## src/hw/trsw_cfg.svh

```systemverilog
`ifndef TRSW_CFG_SVH
`define TRSW_CFG_SVH
// status block word offsets (bytes)
`define TRSW_OFS_ID 4'h0
`define TRSW_OFS_FLAGS 4'h4
`define TRSW_OFS_MSG 4'h8
`define TRSW_OFS_CDB 4'hc
// flags byte bits
`define TRSW_FL_TMS 0
`define TRSW_FL_CSB 2
`define TRSW_FL_RTY 5
`define TRSW_FL_ERR 6
`define TRSW_FL_CC 7
// command status flags byte bits
`define TRSW_CS_DIS 0
`define TRSW_CS_CHK 1
`define TRSW_CS_MSG 2
`define TRSW_CS_CMD 3
`define TRSW_CS_SEQ_LO 4
// cdb bytes held in first block
`define TRSW_CDB_FIRST 4'h6
`define TRSW_CDB_MAX 4'hc
`define TRSW_SEQ_MAX 4'h9
`endif

```

## src/hw/trsw_pkg.sv

```systemverilog
`default_nettype none
package trsw_pkg;
   typedef struct packed {
      logic [31:0] cmd_id;
      logic tmo;
      logic normal_termination_ctl;
      logic disconnect_termination_ctl;
      logic linked_termination_ctl;
      logic [7:0] status_or_first_msg;
      logic [7:0] message_byte;
   } trsw_req_s;
   typedef struct packed {
      logic bus_released;
      logic check_sent;
      logic msg_valid;
      logic [7:0] msg_byte;
      logic [3:0] seq_code;
      logic retried;
      logic fault;
      logic [7:0] error_code;
   } trsw_result_s;
   typedef struct packed {
      logic [3:0] off;
      logic [31:0] data;
   } trsw_word_s;
   typedef enum logic [3:0] {
      TRSW_MSG_IDLE = 4'b0001,
      TRSW_MSG_FIRST = 4'b0010,
      TRSW_MSG_SECOND = 4'b0100,
      TRSW_MSG_FREE = 4'b1000
   } trsw_msg_e;
   typedef enum logic [4:0] {
      TRSW_IDLE = 5'b00001,
      TRSW_SEND = 5'b00010,
      TRSW_WAIT = 5'b00100,
      TRSW_WRITE = 5'b01000,
      TRSW_DONE = 5'b10000
   } trsw_state_e;
endpackage
`default_nettype wire

```

## src/hw/trsw_top.sv

```systemverilog
// Behaviour
// - message byte follows status or first message
// - status or first byte per termination
// - first block layout four words
// - second block when cdb over six
// - target response flag bit 0 copied from request tmo
// - continued block flag only second block
// - retried flag when retries needed
// - fault flag on unrecovered error only
// - completion flag set when finished
// - error code into error byte
// - bus released flag on disconnect
// - check condition sent flag
// - message received flag marks valid field
// - command bytes flag marks cdb valid
// - sequence code in bits 7:4
// - cdb length counts returned bytes
// - atn message captured into status
// - cdb fields hold 6/10/12 bytes
// - each block carries request identifier
// - normal: status, message, bus free
// - disconnect: first msg, message, bus free
`default_nettype none
`include "trsw_cfg.svh"
module trsw_top
   import trsw_pkg::*;
(
   input wire logic clk,
   input wire logic nrst,
   input wire logic req_valid,
   input wire trsw_req_s req,
   input wire logic cdb_valid,
   input wire logic [7:0] cdb_byte,
   input wire logic atn_msg_valid,
   input wire logic [7:0] atn_msg_byte,
   input wire logic [3:0] atn_seq_code,
   input wire logic scsi_done,
   input wire trsw_result_s result,
   input wire logic tx_ack,
   input wire logic wr_ready,
   output logic busy,
   output logic tx_req,
   output logic tx_is_status,
   output logic [7:0] tx_byte,
   output logic bus_free,
   output logic wr_valid,
   output logic wr_second,
   output trsw_word_s wr_word,
   output logic status_done
);
   // ==========================================
   // state
   typedef struct packed {
      trsw_state_e st;
      trsw_req_s rq;
      logic [3:0] cdb_len;
      logic msg_valid;
      logic [7:0] msg_byte;
      logic [3:0] seq;
      logic [1:0] wd;
      logic blk2;
      logic wv;
      logic w2;
      trsw_word_s ww;
      logic done;
      logic [3:0] rd_idx;
      logic sent;
      logic fin;
   } trsw_top_s;
   trsw_top_s r, next_r;
   logic [7:0] cdb_rd;
   logic seq_start;
   logic seq_done;
   logic seq_req;
   logic seq_stat;
   logic [7:0] seq_byte;
   logic seq_free;
   trsw_result_s res;
   logic [7:0] cdb_hold [0:5];
   logic [3:0] cdb_fill;

   function automatic logic [7:0] flags_byte(input logic second, input logic tmo,
                                             input trsw_result_s x);
      logic [7:0] f;
      f = 8'h00;
      f[`TRSW_FL_TMS] = tmo;
      f[`TRSW_FL_CSB] = second;
      f[`TRSW_FL_RTY] = x.retried;
      f[`TRSW_FL_ERR] = x.fault;
      f[`TRSW_FL_CC] = 1'b1;
      return f;
   endfunction

   // ==========================================
   // cdb store and message sequencer
   trsw_cdb_mem u_mem (
      .clk(clk),
      .nrst(nrst),
      .wr_en(cdb_valid && r.st != TRSW_IDLE && r.cdb_len < `TRSW_CDB_MAX),
      .wr_idx(r.cdb_len),
      .wr_data(cdb_byte),
      .rd_idx(r.rd_idx),
      .rd_data(cdb_rd)
   );

   assign seq_start = (r.st == TRSW_SEND);
   trsw_msg_seq u_seq (
      .clk(clk),
      .nrst(nrst),
      .start(seq_start),
      .status_first(r.rq.normal_termination_ctl),
      .byte_a(r.rq.status_or_first_msg),
      .byte_b(r.rq.message_byte),
      .tx_ack(tx_ack),
      .tx_req(seq_req),
      .tx_is_status(seq_stat),
      .tx_byte(seq_byte),
      .bus_free(seq_free),
      .done(seq_done)
   );
   assign res = result;

   // ==========================================
   // six cdb bytes fetched per block, only once scsi activity is over,
   // so no byte still in flight is read stale
   always_ff @(posedge clk) begin
      if (!nrst) begin
         cdb_fill <= 4'h0;
      end else if (r.st == TRSW_WRITE && r.wd == 2'd1) begin
         cdb_fill <= 4'h0;
      end else if (r.st == TRSW_WAIT && r.fin && cdb_fill < 4'h8) begin
         cdb_fill <= cdb_fill + 4'h1;
      end
   end
   always_ff @(posedge clk) begin
      // index and memory read are both registered: two cycles of lag
      if (r.st == TRSW_WAIT && cdb_fill > 4'h1 && cdb_fill < 4'h8) begin
         cdb_hold[3'(cdb_fill - 4'h2)] <= cdb_rd;
      end
   end

   // ==========================================
   // main sequence
   always_comb begin
      logic [7:0] cs;
      logic [3:0] base;
      cs = 8'h00;
      base = r.blk2 ? `TRSW_CDB_FIRST : 4'h0;
      next_r = r;
      next_r.done = 1'b0;
      cs[`TRSW_CS_DIS] = res.bus_released;
      cs[`TRSW_CS_CHK] = res.check_sent;
      cs[`TRSW_CS_MSG] = r.msg_valid;
      cs[`TRSW_CS_CMD] = (r.cdb_len != 4'h0);
      cs[7:4] = r.msg_valid ? r.seq : 4'h0;
      if (cdb_valid && r.st != TRSW_IDLE && r.cdb_len < `TRSW_CDB_MAX) begin
         next_r.cdb_len = r.cdb_len + 4'h1;
      end
      if (atn_msg_valid && r.st != TRSW_IDLE) begin
         next_r.msg_valid = 1'b1;
         next_r.msg_byte = atn_msg_byte;
         next_r.seq = (atn_seq_code > `TRSW_SEQ_MAX) ? 4'h0 : atn_seq_code;
      end
      case (r.st)
         TRSW_IDLE: begin
            if (req_valid) begin
               next_r.rq = req;
               next_r.cdb_len = 4'h0;
               next_r.msg_valid = 1'b0;
               next_r.seq = 4'h0;
               next_r.msg_byte = 8'h00;
               next_r.sent = 1'b0;
               next_r.fin = 1'b0;
               next_r.st = (req.normal_termination_ctl || req.disconnect_termination_ctl)
                  ? TRSW_SEND : TRSW_WAIT;
            end
         end
         TRSW_SEND: begin
            next_r.st = TRSW_WAIT;
            next_r.sent = 1'b1;
         end
         TRSW_WAIT: begin
            next_r.rd_idx = base + cdb_fill;
            if (scsi_done || (r.sent && seq_done)) begin
               next_r.fin = 1'b1;
            end
            if (r.fin && cdb_fill == 4'h8) begin
               next_r.st = TRSW_WRITE;
               next_r.wd = 2'd0;
            end
         end
         TRSW_WRITE: begin
            if (!r.wv || wr_ready) begin
               next_r.wv = 1'b1;
               next_r.w2 = r.blk2;
               case (r.wd)
                  2'd0: next_r.ww = '{off: `TRSW_OFS_ID, data: r.rq.cmd_id};
                  2'd1: next_r.ww = '{off: `TRSW_OFS_FLAGS,
                        data: {r.blk2 ? 8'h00 : cs, 8'h00, res.error_code,
                               flags_byte(r.blk2, r.rq.tmo, res)}};
                  2'd2: next_r.ww = r.blk2
                        ? '{off: `TRSW_OFS_MSG, data: {cdb_hold[0], cdb_hold[1],
                            cdb_hold[2], cdb_hold[3]}}
                        : '{off: `TRSW_OFS_MSG, data: {r.msg_byte, 4'h0, r.cdb_len,
                            cdb_hold[0], cdb_hold[1]}};
                  default: next_r.ww = r.blk2
                        ? '{off: `TRSW_OFS_CDB, data: {cdb_hold[4], cdb_hold[5],
                            16'h0000}}
                        : '{off: `TRSW_OFS_CDB, data: {cdb_hold[2], cdb_hold[3],
                            cdb_hold[4], cdb_hold[5]}};
               endcase
               if (r.wd == 2'd3) begin
                  next_r.st = TRSW_DONE;
               end else begin
                  next_r.wd = r.wd + 2'd1;
               end
            end
         end
         TRSW_DONE: begin
            if (wr_ready || !r.wv) begin
               next_r.wv = 1'b0;
               if (!r.blk2 && r.cdb_len > `TRSW_CDB_FIRST) begin
                  next_r.blk2 = 1'b1;
                  next_r.st = TRSW_WAIT;
               end else begin
                  next_r.blk2 = 1'b0;
                  next_r.done = 1'b1;
                  next_r.st = TRSW_IDLE;
               end
            end
         end
         default: next_r.st = TRSW_IDLE;
      endcase
   end

   always_ff @(posedge clk) begin
      if (!nrst) begin
         r <= '0;
         r.st <= TRSW_IDLE;
      end else begin
         r <= next_r;
      end
   end

   // ==========================================
   // outputs, all registered
   always_ff @(posedge clk) begin
      if (!nrst) begin
         busy <= 1'b0;
         tx_req <= 1'b0;
         tx_is_status <= 1'b0;
         tx_byte <= 8'h00;
         bus_free <= 1'b0;
         status_done <= 1'b0;
      end else begin
         busy <= (next_r.st != TRSW_IDLE);
         tx_req <= seq_req && !tx_ack;
         tx_is_status <= seq_stat;
         tx_byte <= seq_byte;
         bus_free <= seq_free;
         status_done <= next_r.done;
      end
   end
   assign wr_valid = r.wv;
   assign wr_second = r.w2;
   assign wr_word = r.ww;
endmodule
`default_nettype wire

```

## src/hw/trsw_cdb_mem.sv

```systemverilog
`default_nettype none
// 12-byte cdb store; read data registered
module trsw_cdb_mem
   import trsw_pkg::*;
(
   input wire logic clk,
   input wire logic nrst,
   input wire logic wr_en,
   input wire logic [3:0] wr_idx,
   input wire logic [7:0] wr_data,
   input wire logic [3:0] rd_idx,
   output logic [7:0] rd_data
);
   logic [7:0] mem [0:11];
   always_ff @(posedge clk) begin
      if (wr_en && wr_idx < 4'hc) begin
         mem[wr_idx] <= wr_data;
      end
      if (!nrst) begin
         rd_data <= 8'h00;
      end else begin
         rd_data <= (rd_idx < 4'hc) ? mem[rd_idx] : 8'h00;
      end
   end
endmodule
`default_nettype wire

```

## src/hw/trsw_msg_seq.sv

```systemverilog
`default_nettype none
`include "trsw_cfg.svh"
// sends two bytes on the scsi side, then requests bus free
module trsw_msg_seq
   import trsw_pkg::*;
(
   input wire logic clk,
   input wire logic nrst,
   input wire logic start,
   input wire logic status_first,
   input wire logic [7:0] byte_a,
   input wire logic [7:0] byte_b,
   input wire logic tx_ack,
   output logic tx_req,
   output logic tx_is_status,
   output logic [7:0] tx_byte,
   output logic bus_free,
   output logic done
);
   typedef struct packed {
      trsw_msg_e st;
      logic req;
      logic is_status;
      logic [7:0] data;
      logic [7:0] second;
      logic free;
      logic done;
   } trsw_seq_s;
   trsw_seq_s r, next_r;
   always_comb begin
      next_r = r;
      next_r.free = 1'b0;
      next_r.done = 1'b0;
      case (r.st)
         TRSW_MSG_IDLE: begin
            if (start) begin
               next_r.st = TRSW_MSG_FIRST;
               next_r.req = 1'b1;
               next_r.is_status = status_first;
               next_r.data = byte_a;
               next_r.second = byte_b;
            end
         end
         TRSW_MSG_FIRST: begin
            if (tx_ack) begin
               next_r.st = TRSW_MSG_SECOND;
               next_r.is_status = 1'b0;
               next_r.data = r.second;
            end
         end
         TRSW_MSG_SECOND: begin
            if (tx_ack) begin
               next_r.st = TRSW_MSG_FREE;
               next_r.req = 1'b0;
            end
         end
         TRSW_MSG_FREE: begin
            next_r.st = TRSW_MSG_IDLE;
            next_r.free = 1'b1;
            next_r.done = 1'b1;
         end
         default: next_r.st = TRSW_MSG_IDLE;
      endcase
   end
   always_ff @(posedge clk) begin
      if (!nrst) begin
         r <= '{st: TRSW_MSG_IDLE, req: 1'b0, is_status: 1'b0, data: 8'h00,
                second: 8'h00, free: 1'b0, done: 1'b0};
      end else begin
         r <= next_r;
      end
   end
   assign tx_req = r.req;
   assign tx_is_status = r.is_status;
   assign tx_byte = r.data;
   assign bus_free = r.free;
   assign done = r.done;
endmodule
`default_nettype wire

```

## config.mk

```make
export PLATFORM = sky130hd
export DESIGN_NAME = trsw_top
export DESIGN_NICKNAME = d
export VERILOG_FILES = /design/src/hw/trsw_pkg.sv /design/src/hw/trsw_top.sv /design/src/hw/trsw_cdb_mem.sv /design/src/hw/trsw_msg_seq.sv
export VERILOG_INCLUDE_DIRS = /design/src /design/src/hw
export SDC_FILE = /design/constraint.sdc
export NUM_CORES = 1
export LEC_CHECK = 0
export ABC_AREA = 1
export ABC_CLOCK_PERIOD_IN_PS = 3700
export BUFFER_PORTS_ARGS = -buffer_cell sky130_fd_sc_hd__buf_2
export CAP_MARGIN = 30
export CORE_ASPECT_RATIO = 0.7
export CORE_MARGIN = 4
export CORE_UTILIZATION = 35
export DETAILED_ROUTE_END_ITERATION = 8
export PLACE_DENSITY = 0.56
export SYNTH_ARGS = -nofsm -noshare
export SYNTH_HDL_FRONTEND = slang
export SYNTH_HIERARCHICAL = 1
export SYNTH_SLANG_ARGS = --single-unit
```

## constraint.sdc

```tcl
create_clock -name clk -period 3.7 [get_ports clk]
set_input_delay 0.185 -clock clk [delete_from_list [all_inputs] [get_ports clk]]
set_output_delay 0.185 -clock clk [all_outputs]
set_load 0.01 [all_outputs]
```

# ---- Yosys cells after proc, flatten, opt, wreduce, memory -nomap -nowiden
# Memories as Yosys holds them, arrays and structs flattened. A register that Yosys moved wholly into a read port is not among the register bits.
# Index checks and enable logic that the tools add are counted.
dict set report word_totals {
  mem_bits_ro 0
  output_inout_bits 51
  ff_bits 162
  ramBits 144
  latch_bits 0
  mem_count 2
  elab_cells 158
  inputBits 105
}
# memory depth word_bits rd rd_ports_with_merged_regs write_ports line_no
set mem_list {}
lappend mem_list {u_mem.mem 12 8 1 1 1 trsw_cdb_mem.sv:14} ;# logic [7:0] mem [0:11];
lappend mem_list {cdb_hold 6 8 6 0 1 trsw_top.sv:79} ;# logic [7:0] cdb_hold [0:5];
dict set report op_classes {
  n_div 0
  n_bitwise 1
  n_mux 43
  magnitude_cmp 6
  n_eq_ne 24
  shifts 0
  n_addsub 5
  mul 0
  reduce_logical 42
}
# op n
set ops {}
lappend ops {{36-bit case mux with 3 select lines} 1}
lappend ops {{74-bit two-way mux} 1}
lappend ops {{32-bit two-way mux} 2}
lappend ops {{38-bit two-way mux} 1}
lappend ops {{5-bit two-way mux} 5}
lappend ops {{5-bit case mux with 5 select lines} 1}
lappend ops {{22-bit two-way mux} 1}
lappend ops {{9-bit case mux with 2 select lines} 1}
lappend ops {{3-bit AND reduction} 6}
lappend ops {{17-bit two-way mux} 1}
lappend ops {{4-bit two-way mux} 4}
lappend ops {{1-bit logical AND} 13}
lappend ops {{13-bit two-way mux} 1}
lappend ops {{4-bit less-than comparator, second input constant} 3}
lappend ops {{2-bit != test, second input constant} 6}
lappend ops {{4-bit case mux with 3 select lines} 1}
lappend ops {{2-bit AND reduction} 6}
lappend ops {{2-bit nonzero test} 6}
lappend ops {{2-bit two-way mux} 5}
lappend ops {{5-bit by 1-bit != test with 1-bit output, second input constant} 2}
lappend ops {{3-bit two-way mux} 3}
lappend ops {{9-bit two-way mux} 1}
lappend ops {{4-bit by 1-bit adder with 4-bit output, second input constant} 2}
lappend ops {{4-bit equality test, second input constant} 2}
lappend ops {{28 further kinds} 46}

# ---- Depth between registers and ports, before layout
# Gate-level depths: netlist (run 1).
dict set report depth {
  word_depth 7
  ltp_mapped 10
  depth_no_buf 9
}

# ---- Cells and area by module
# The synthesis (run 1) kept the hierarchy.
# module seq_area_each_um2 cells_per_inst instances area_per_inst_um2
set modules_own_cells {}
lappend modules_own_cells {trsw_top 4124.0 1044 1 8162.8}
lappend modules_own_cells {trsw_cdb_mem 3042.9 358 1 4121.5}
lappend modules_own_cells {trsw_msg_seq 460.4 167 1 1164.9}

# ---- Worst setup path after synthesis (run 1)
# OpenSTA, ideal clock, no wires.
dict set report synth_timing {
  path_kind {reg2reg}
  start {register cdb_fill[1]}
  end {memory cdb_hold[2][0] (enable)}
  t_arrival_ns 1.658
  path_buffers 0
  setup_ns 0.383
  path_stages_with_launch 6
  path_slack_ns 1.658
  period_less_slack_ns 2.042
  t_required_ns 3.317
  cell_sequence {dfxtp_1 inv_1 ha_1 o21ai_0 nand4_1 nor3_1}
}
dict set report synth_via {
  elab_chain_len 5
  elab_cells_between_ends 7
  cone_classes {add/sub: 1; order compare: 2; mux: 2; reduce/logical: 2}
}
# element line_no
set synth_lines {}
lappend synth_lines {{start: declaration} trsw_top.sv:80} ;# logic [3:0] cdb_fill;
lappend synth_lines {{start signal: assignment} trsw_top.sv:132} ;# cdb_fill <= cdb_fill + 4'h1;
lappend synth_lines {{4-bit by 1-bit greater-than comparator with 1-bit output} trsw_top.sv:137} ;# if (r.st == TRSW_WAIT && cdb_fill > 4'h1 && cdb_fill < 4'h8) begin
lappend synth_lines {{1-bit logical AND (2 in series)} trsw_top.sv:137}
lappend synth_lines {{1-bit two-way mux} trsw_top.sv:137}
lappend synth_lines {{1-bit two-way mux (implied by the code)} trsw_top.sv:138} ;# cdb_hold[3'(cdb_fill - 4'h2)] <= cdb_rd;
lappend synth_lines {{end: declaration} trsw_top.sv:79}
# Several ways; a longest one is shown, not always the timed one.

# ---- Worst setup path after layout (run 1)
dict set report layout_timing {
  start {register r[119] in the netlist's numbering}
  end {register r[50] in the netlist's numbering}
}
dict set report layout_via {
  elab_chain_len 5
  elab_cells_between_ends 6
  cone_classes {eq/ne: 2; mux: 3; reduce/logical: 1}
}
# element line_no
set layout_lines {}
lappend layout_lines {{start: declaration} trsw_top.sv:70} ;# trsw_top_s r, next_r;
lappend layout_lines {{start signal: assignment} trsw_top.sv:241} ;# r <= next_r;
lappend layout_lines {{5-bit by 1-bit != test with 1-bit output} trsw_top.sv:159} ;# if (atn_msg_valid && r.st != TRSW_IDLE) begin
lappend layout_lines {{1-bit logical AND} trsw_top.sv:159}
lappend layout_lines {{13-bit two-way mux} trsw_top.sv:159}
lappend layout_lines {{74-bit two-way mux} trsw_top.sv:166} ;# if (req_valid) begin
lappend layout_lines {{17-bit two-way mux *} trsw_top.sv:164} ;# case (r.st)
# Every way passes the cells marked *; elsewhere a longest branch is shown, timed or not.
# A chain may end at the register's enable or synchronous reset.

==> results of run 1 <==
[layout by cell type (no fill, tap or decap), drive strengths merged]
master       count
nand2          318
or2              1
xor2             2
bufinv           2
a21boi           1
a211oi           1
ha              11
clkinvlp         3
o22ai            4
o21ai          143
edfxtp         144
buf            157
inv            104
conb             2
dlygate4sd3     75
nand3          104
fa               1
a21oi           82
clkinv           9
nor3            18
dfxtp          165
o21a             1
o211ai          22
nand4           12
clkbuf          44
nor2           303
nor4             2
[state kept, by name, summed over array words and instances (netlist names), 4 cells and up]
signal         count
u_seq/r           12
tx_byte            8
u_mem/mem         96
u_mem/rd_data      8
r                 81
wr_word           34
cdb_fill           4
cdb_hold          48
u_seq/tx_byte      8
[worst paths after layout]
path,to,cells past startpoint,start,slack (ns)
worst max-delay path,r[50],7,r[119],1.38
worst min-delay path,r[118],5,req[17],0.02
worst max register to register,r[50],7,r[119],1.38
worst min register to register,tx_byte[4],2,u_seq/tx_byte[4],0.44
[kinds of logic (layout without fill, tap and decap cells)]
| kind of cell | count (synthesis) | after routing |
|---|---|---|
| compound gates | 254 | 254 |
| xor+xnor | 2 | 2 |
| fa+ha+maj | 12 | 12 |
| buf+inv | 233 | 394 |
| flops | 309 | 309 |
| other cells | 1 | 2 |
| simple gates | 758 | 758 |
[report_power, final]
part	switching, mW	total [mW]	internal, mW
combinational	0.480	0.756	0.275
sequential	0.108	3.86	3.75
clock	1.38	3.17	1.80
[metal layers]
metal | vias to the layer above | routed length (microns) | global-route usage
met5 | - | 0 | 0
met4 | 0 | 618 | 0.0333
met3 | 42 | 2570 | 0.0318
met2 | 340 | 15400 | 0.253
met1 | 5045 | 19100 | 0.273
li1 | 5393 | - | -
[area by class of cell]
class	count	area, sq um	area share
flip-flops and latches	309	7630	0.480
multi-input cells	1028	4660	0.293
repair buffers	232	1590	0.100
clock buffers	44	876	0.0551
well taps	488	611	0.0384
inverters	104	390	0.0246
clock inverters	14	145	0.00913
[critical path: cells and delay by family, from the launching register on]
kind / cells / cell delay [ns]
AO/OA/AOI/OAI: 1 / 0.06
buffers and inverters: 2 / 0.85
flip-flops: 1 / 0.37
AND/OR/NAND/NOR: 4 / 0.90
[timing repair]
| item | 4_1_cts | 5_1_grt |
|---|---|---|
| gates resized for setup | 0 | 0 |
| hold endpoints to repair | 162 | 0 |
| hold buffers | 75 | 0 |
[per-stage QoR]
stage / std cells / hold slack [ns] / instance area (sq um)
after floorplan: 1570 / 0.257 / 13500
after global placement: 2084 / 0.364 / 14100
after global routing: 2219 / 0.0527 / 15900
final: 2219 / 0.0229 / 15900
after detailed placement: 2085 / 0.368 / 14100
after CTS: 2218 / 0.0147 / 15900
==> PnR_summary.wiki, run 1 <==
{| class="wikitable"
! Metric !! Value
|-
| Fraction of final layout cells with drive strength greater than 1 || 0.134
|-
| Clock latency at the later pin of the worst-skew pair || 0.59 ns
|-
| Maximum number of pins on one net before global-route repair || 83
|-
| Power density of the placed cells || ~500 mW/mm^2
|-
| Largest area contributor in the netlist || sky130_fd_sc_hd__edfxtp_1
|-
| Wire length of the first global-routing pass || 57900 microns
|-
| Biggest fanout along the worst timing path || 14
|-
| Endpoint kind of the worst setup timing path || register
|-
| Critical Path, Cell by Cell || nor2_4 -> nand4_2 -> nand2_1 -> inv_1 -> nand3_1 -> dlygate4sd3_1 -> a21oi_1
|-
| Global-route congestion overflow total || 0
|-
| Leakage Power || 6.62 nW
|-
| Clock tree root driver cell || sky130_fd_sc_hd__clkbuf_16
|-
| Synth Cell Area || 0.0134 sq mm
|-
| Cells after Synth || ~1600
|-
| Area enclosed by the die boundary || 0.0417 sq mm
|-
| Overall die height || 172 microns
|-
| Data arrival at the endpoint of the critical path || approximately 2.8 ns
|-
| Via count of the first global-routing pass || 10303
|-
| Overall power consumption || roughly 7.8 mW
|-
| Post-CTS Setup Repair Bufs || 0
|-
| Fill cells || 3728
|-
| Pins over their slew limit || 0
|-
| Most used flip-flop cell after synthesis || sky130_fd_sc_hd__dfxtp_1
|-
| Antenna Diode Count || 0
|-
| Worst vdd ir || 0.000355 V
|-
| Sum of negative setup slack || 0 ns
|-
| Starting density of the core || 0.358
|-
| Number of flip-flops and latches in the synthesized netlist || 309
|-
| Clock-pin slew on the worst setup and hold paths || around 0.070 ns
|-
| Measured slew at the worst slew-check pin || roughly 0.9 ns
|-
| Critical path launch point type || register
|-
| Top area cells in the synthesized netlist || sky130_fd_sc_hd__edfxtp_1 (32%), sky130_fd_sc_hd__dfxtp_1 (25%), sky130_fd_sc_hd__nand2_1 (8.7%)
|-
| Relative max-transition margin || 0.396
|-
| Post-synth EDFFs || 144
|-
| Warnings from Yosys || 6
|-
| Data required time at the worst endpoint || 4.16 ns
|-
| DRT iter0 DRCs || roughly 1000
|-
| Largest family of logic cells by synthesized area || simple AND/OR/NAND/NOR gates
|-
| Final Critical Period || ~2.3 ns
|-
| Type of the most critical hold path || in2reg
|-
| CTS tree || yes
|-
| Final worst setup slack || 1.38 ns
|-
| Most common library cells after synthesis || sky130_fd_sc_hd__nand2_1 (313), sky130_fd_sc_hd__nor2_1 (295), sky130_fd_sc_hd__dfxtp_1 (165)
|-
| Detailed placement HPWL || about 26000 microns
|-
| Crit-path slowest cell || sky130_fd_sc_hd__dlygate4sd3_1
|-
| Proportion of register bits with asynchronous set or reset after synthesis || 0
|-
| CTS max path bufs || 3
|-
| Initial antenna violation count || 0
|-
| Number of nets in the layout || 1823
|-
| Xor/xnor cell area share of the yosys netlist || 0.00130
|-
| DRT Pass-1 Iters || 5
|-
| Global-route total usage across every layer || 0.175
|-
| Synth Area in Simple Gates || 0.233
|-
| Pre-CTS worst setup slack || 1.30 ns
|-
| Synth Area in Compound Gates || 0.100
|-
| Horiz. Die Dim || 242 microns
|-
| Most frequent cell after synthesis || sky130_fd_sc_hd__nand2_1
|-
| Final weighted congestion in routability-driven placement || 0.858
|-
| CTS sink cnt || 309
|-
| Adder-cell share of the synthesized area || 0.0117
|-
| RSZ-0062 raised after global routing || no
|-
| Area growth syn-to-layout || 18.2%
|-
| Area of the placeable core || 0.0376 sq mm
|-
| Post-DRT Antenna Nets || 0
|-
| Proportion of netlist area held by the largest area contributor || 0.322
|-
| Startpoint-to-endpoint class of the critical path || reg2reg
|-
| Number of distinct library cells after synthesis || 37
|-
| Count of buffers from port buffering || 139
|-
| Detail-routed net length per standard cell || 17.0 microns
|-
| Num ports || 156
|-
| Max-cap viol count || 0
|-
| Mean Syn Cell Area || 8.57 sq um
|-
| Achievable clock frequency || between 400 and 500 MHz
|-
| Maximum cell stage delay along the critical path || 0.56 ns
|-
| Vias post-DR || 10820
|-
| Final Skew || 0.0216 ns
|-
| Result of the run || finished clean
|-
| Number of setup violations in the final report || 0
|-
| Count of H-tree levels built during CTS || 1
|-
| Placement row count || a little under 60
|-
| Final number of hold-violating endpoints || 0
|-
| Detailed-route DRC error count || 0
|-
| Via-to-Cell Ratio || 4.88
|-
| Number of buffers inserted during clock tree synthesis || 31
|-
| Period utilisation layout || 0.627
|-
| Final Routed Wirelength || 37800 microns
|-
| Final Util || 0.423
|-
| Proportion of synthesized area in mux cells || 0
|-
| Share of the yosys chip area belonging to registers || 0.567
|}
No activity file was read; power rests on OpenSTA's default activity.
==> run 2: changes to the inputs <==
ABC_CLOCK_PERIOD_IN_PS = 2100   (was 3700)
PLACE_DENSITY = 0.58   (was 0.56)
clock period = 2.1 ns   (was 3.7 ns; I/O delays follow)
==> PnR_summary.wiki, run 2 (same netlist as run 1, synthesis figures left out) <==
{| class="wikitable"
! Metric !! Value
|-
| Worst R2R Start || r[119]
|-
| Placed standard-cell area || 0.0145 sq mm (+2.3%)
|-
| Num ports || 156 (unchanged)
|-
| Result of the run || finished clean
|-
| Via-to-Cell Ratio || 4.87 (-0.19%)
|-
| Starting density of the core || 0.358 (unchanged)
|-
| Maximum number of pins on one net before global-route repair || 74 (-11%)
|-
| Clock-pin slew on the worst setup and hold paths || 0.06 ns (about the same)
|-
| Endpoint kind of the worst setup timing path || register
|-
| Period utilisation layout || 0.901 (+0.275)
|-
| Detail-routed net length per standard cell || 16.7 microns (-2.1%)
|-
| Placement row count || 59 (unchanged)
|-
| Max-cap viol count || 0 (unchanged)
|-
| Relative max-transition margin || 0.495 (+0.0988)
|-
| Commonest cells after routing, fill and taps aside || sky130_fd_sc_hd__nand2_1 (313), sky130_fd_sc_hd__nor2_1 (295), sky130_fd_sc_hd__dfxtp_1 (165)
|-
| Global-route congestion overflow total || 0 (unchanged)
|-
| Sum of negative setup slack || 0 ns (unchanged)
|-
| Final weighted congestion in routability-driven placement || 0.862 (+0.54%)
|-
| RSZ-0062 raised after global routing || no
|-
| Area of the placeable core || 0.0376 sq mm (unchanged)
|-
| Startpoint-to-endpoint class of the critical path || reg2reg
|-
| Final Skew || 0.0151 ns (-0.00644 ns)
|-
| Count of buffers from port buffering || 139 (unchanged)
|-
| Wire length of the first global-routing pass || 58100 microns (+0.24%)
|-
| Horiz. Die Dim || 242 microns (unchanged)
|-
| Power density of the placed cells || 838 mW/mm^2 (+71%)
|-
| Count of H-tree levels built during CTS || 1 (unchanged)
|-
| Pins over their slew limit || 0 (unchanged)
|-
| Vias post-DR || 11014 (+1.8%)
|-
| Measured slew at the worst slew-check pin || 0.756 ns (-0.146 ns)
|-
| Clock latency at the later pin of the worst-skew pair || 0.58 ns (about the same)
|-
| Worst vdd ir || 0.000594 V (+68%)
|-
| CTS max path bufs || 3 (unchanged)
|-
| Registers with the highest flip-flop counts || u_mem/mem (96), r (81), cdb_hold (48)
|-
| Leakage Power || 6.84 nW (+3.3%)
|-
| Detailed-route DRC error count || 0 (unchanged)
|-
| Worst setup path start || r[119]
|-
| Design area || 0.0163 sq mm (+2.5%)
|-
| Final Critical Period || 1.89 ns (-0.426 ns)
|-
| Area enclosed by the die boundary || 0.0417 sq mm (unchanged)
|-
| Detailed placement HPWL || 26200 microns (+0.25%)
|-
| DRT Pass-1 Iters || 5 (unchanged)
|-
| Data arrival at the endpoint of the critical path || 2.34 ns (-0.44 ns)
|-
| Initial antenna violation count || 0 (unchanged)
|-
| Most flop-heavy register || u_mem/mem
|-
| Antenna Diode Count || 0 (unchanged)
|-
| CTS sink cnt || 309 (unchanged)
|-
| Number of flip-flops under the largest register name || 96 (unchanged)
|-
| Fraction of final layout cells with drive strength greater than 1 || 0.150 (+0.0164)
|-
| Achievable clock frequency || 528 MHz (+22%)
|-
| Global-route total usage across every layer || 0.175 (+0.000225)
|-
| Type of the most critical hold path || in2reg
|-
| Number of buffers inserted during clock tree synthesis || 31 (unchanged)
|-
| Final number of hold-violating endpoints || 0 (unchanged)
|-
| Final Routed Wirelength || 37700 microns (-0.20%)
|-
| Number of setup violations in the final report || 0 (unchanged)
|-
| Data required time at the worst endpoint || 2.54 ns (-1.62 ns)
|-
| Final worst setup slack || 0.208 ns (-1.17 ns)
|-
| Via count of the first global-routing pass || 10435 (+1.3%)
|-
| Pre-CTS worst setup slack || 0.253 ns (-1.04 ns)
|-
| CTS tree || yes
|-
| Biggest fanout along the worst timing path || 7 (-7)
|-
| Post-DRT Antenna Nets || 0 (unchanged)
|-
| DRT iter0 DRCs || 1054 (+3.0%)
|-
| Clock tree root driver cell || sky130_fd_sc_hd__clkbuf_16
|-
| Startpoint of the most critical hold path || result[0]
|-
| Overall die height || 172 microns (unchanged)
|-
| Area growth syn-to-layout || 21.2%
|-
| Critical path launch point type || register
|-
| Commonest non-fill, non-tap cell in the layout || sky130_fd_sc_hd__nand2_1
|-
| Number of nets in the layout || 1867 (+2.4%)
|}
[run 2: final timing paths]
kind	slack (ns)	depth (start not counted)	endpoint
max	0.21	7	r[51]
min	0.03	7	wr_word[8]
max reg2reg	0.21	7	r[51]
min reg2reg	0.44	2	tx_byte[5]
[run 2: final cells by class]
type / instances / area, sq um
Clock buffer: 38 / 853
Clock inverter: 20 / 148
Fill cell: 3673 / 21300
Inverter: 104 / 394
Multi-Input combinational cell: 1028 / 4660
Sequential cell: 309 / 7630
Tap cell: 488 / 611
Timing Repair Buffer: 276 / 2000
[run 2: report_power, final]
group | switching, mW | total (mW) | internal, mW | leakage, nW
Combinational | 0.860 | 1.41 | 0.546 | 3.71
Sequential | 0.187 | 6.79 | 6.60 | 2.65
Clock | 2.35 | 5.46 | 3.11 | 0.481
Total | 3.39 | 13.7 | 10.3 | 6.84
[run 2: routing by layer]
metal,wire length (microns),track usage,share of wire,vias to the layer above
li1,-,-,-,5484
met1,18200,0.258,0.48,5117
met2,15900,0.264,0.42,349
met3,2720,0.0364,0.072,64
met4,934,0.0444,0.025,0
met5,0,0,0,-
[run 2: repair_timing]
| item | 4_1_cts | 5_1_grt |
|---|---|---|
| setup buffers | 0 | 4 |
| hold endpoints to repair | 183 | 0 |
| gates resized for setup | 0 | 1 |
| setup endpoints to repair | 0 | 2 |
| hold buffers | 81 | 0 |
[run 2: stage by stage]
step | power, mW | hold WS [ns] | util | cells
2_1_floorplan | 7.71 | 0.177 | - | 1570
3_3_place_gp | 8.16 | 0.297 | 0.385 | 2120
3_5_place_dp | 8.18 | 0.308 | 0.385 | 2120
4_1_cts | 13.8 | 0.00465 | 0.433 | 2259
5_1_grt | 14.2 | 0.0759 | 0.434 | 2263
6_report | 13.7 | 0.0322 | 0.434 | 2263
[run 2: worst max-delay path: stages (launching register included)]
cell	delay [ns]
sky130_fd_sc_hd__dfxtp_1	0.36
sky130_fd_sc_hd__nor2_4	0.16
sky130_fd_sc_hd__nand4_2	0.19
sky130_fd_sc_hd__nand2_1	0.18
sky130_fd_sc_hd__clkinvlp_4	0.16
sky130_fd_sc_hd__nand3_1	0.10
sky130_fd_sc_hd__dlygate4sd3_1	0.55
sky130_fd_sc_hd__a21oi_1	0.06
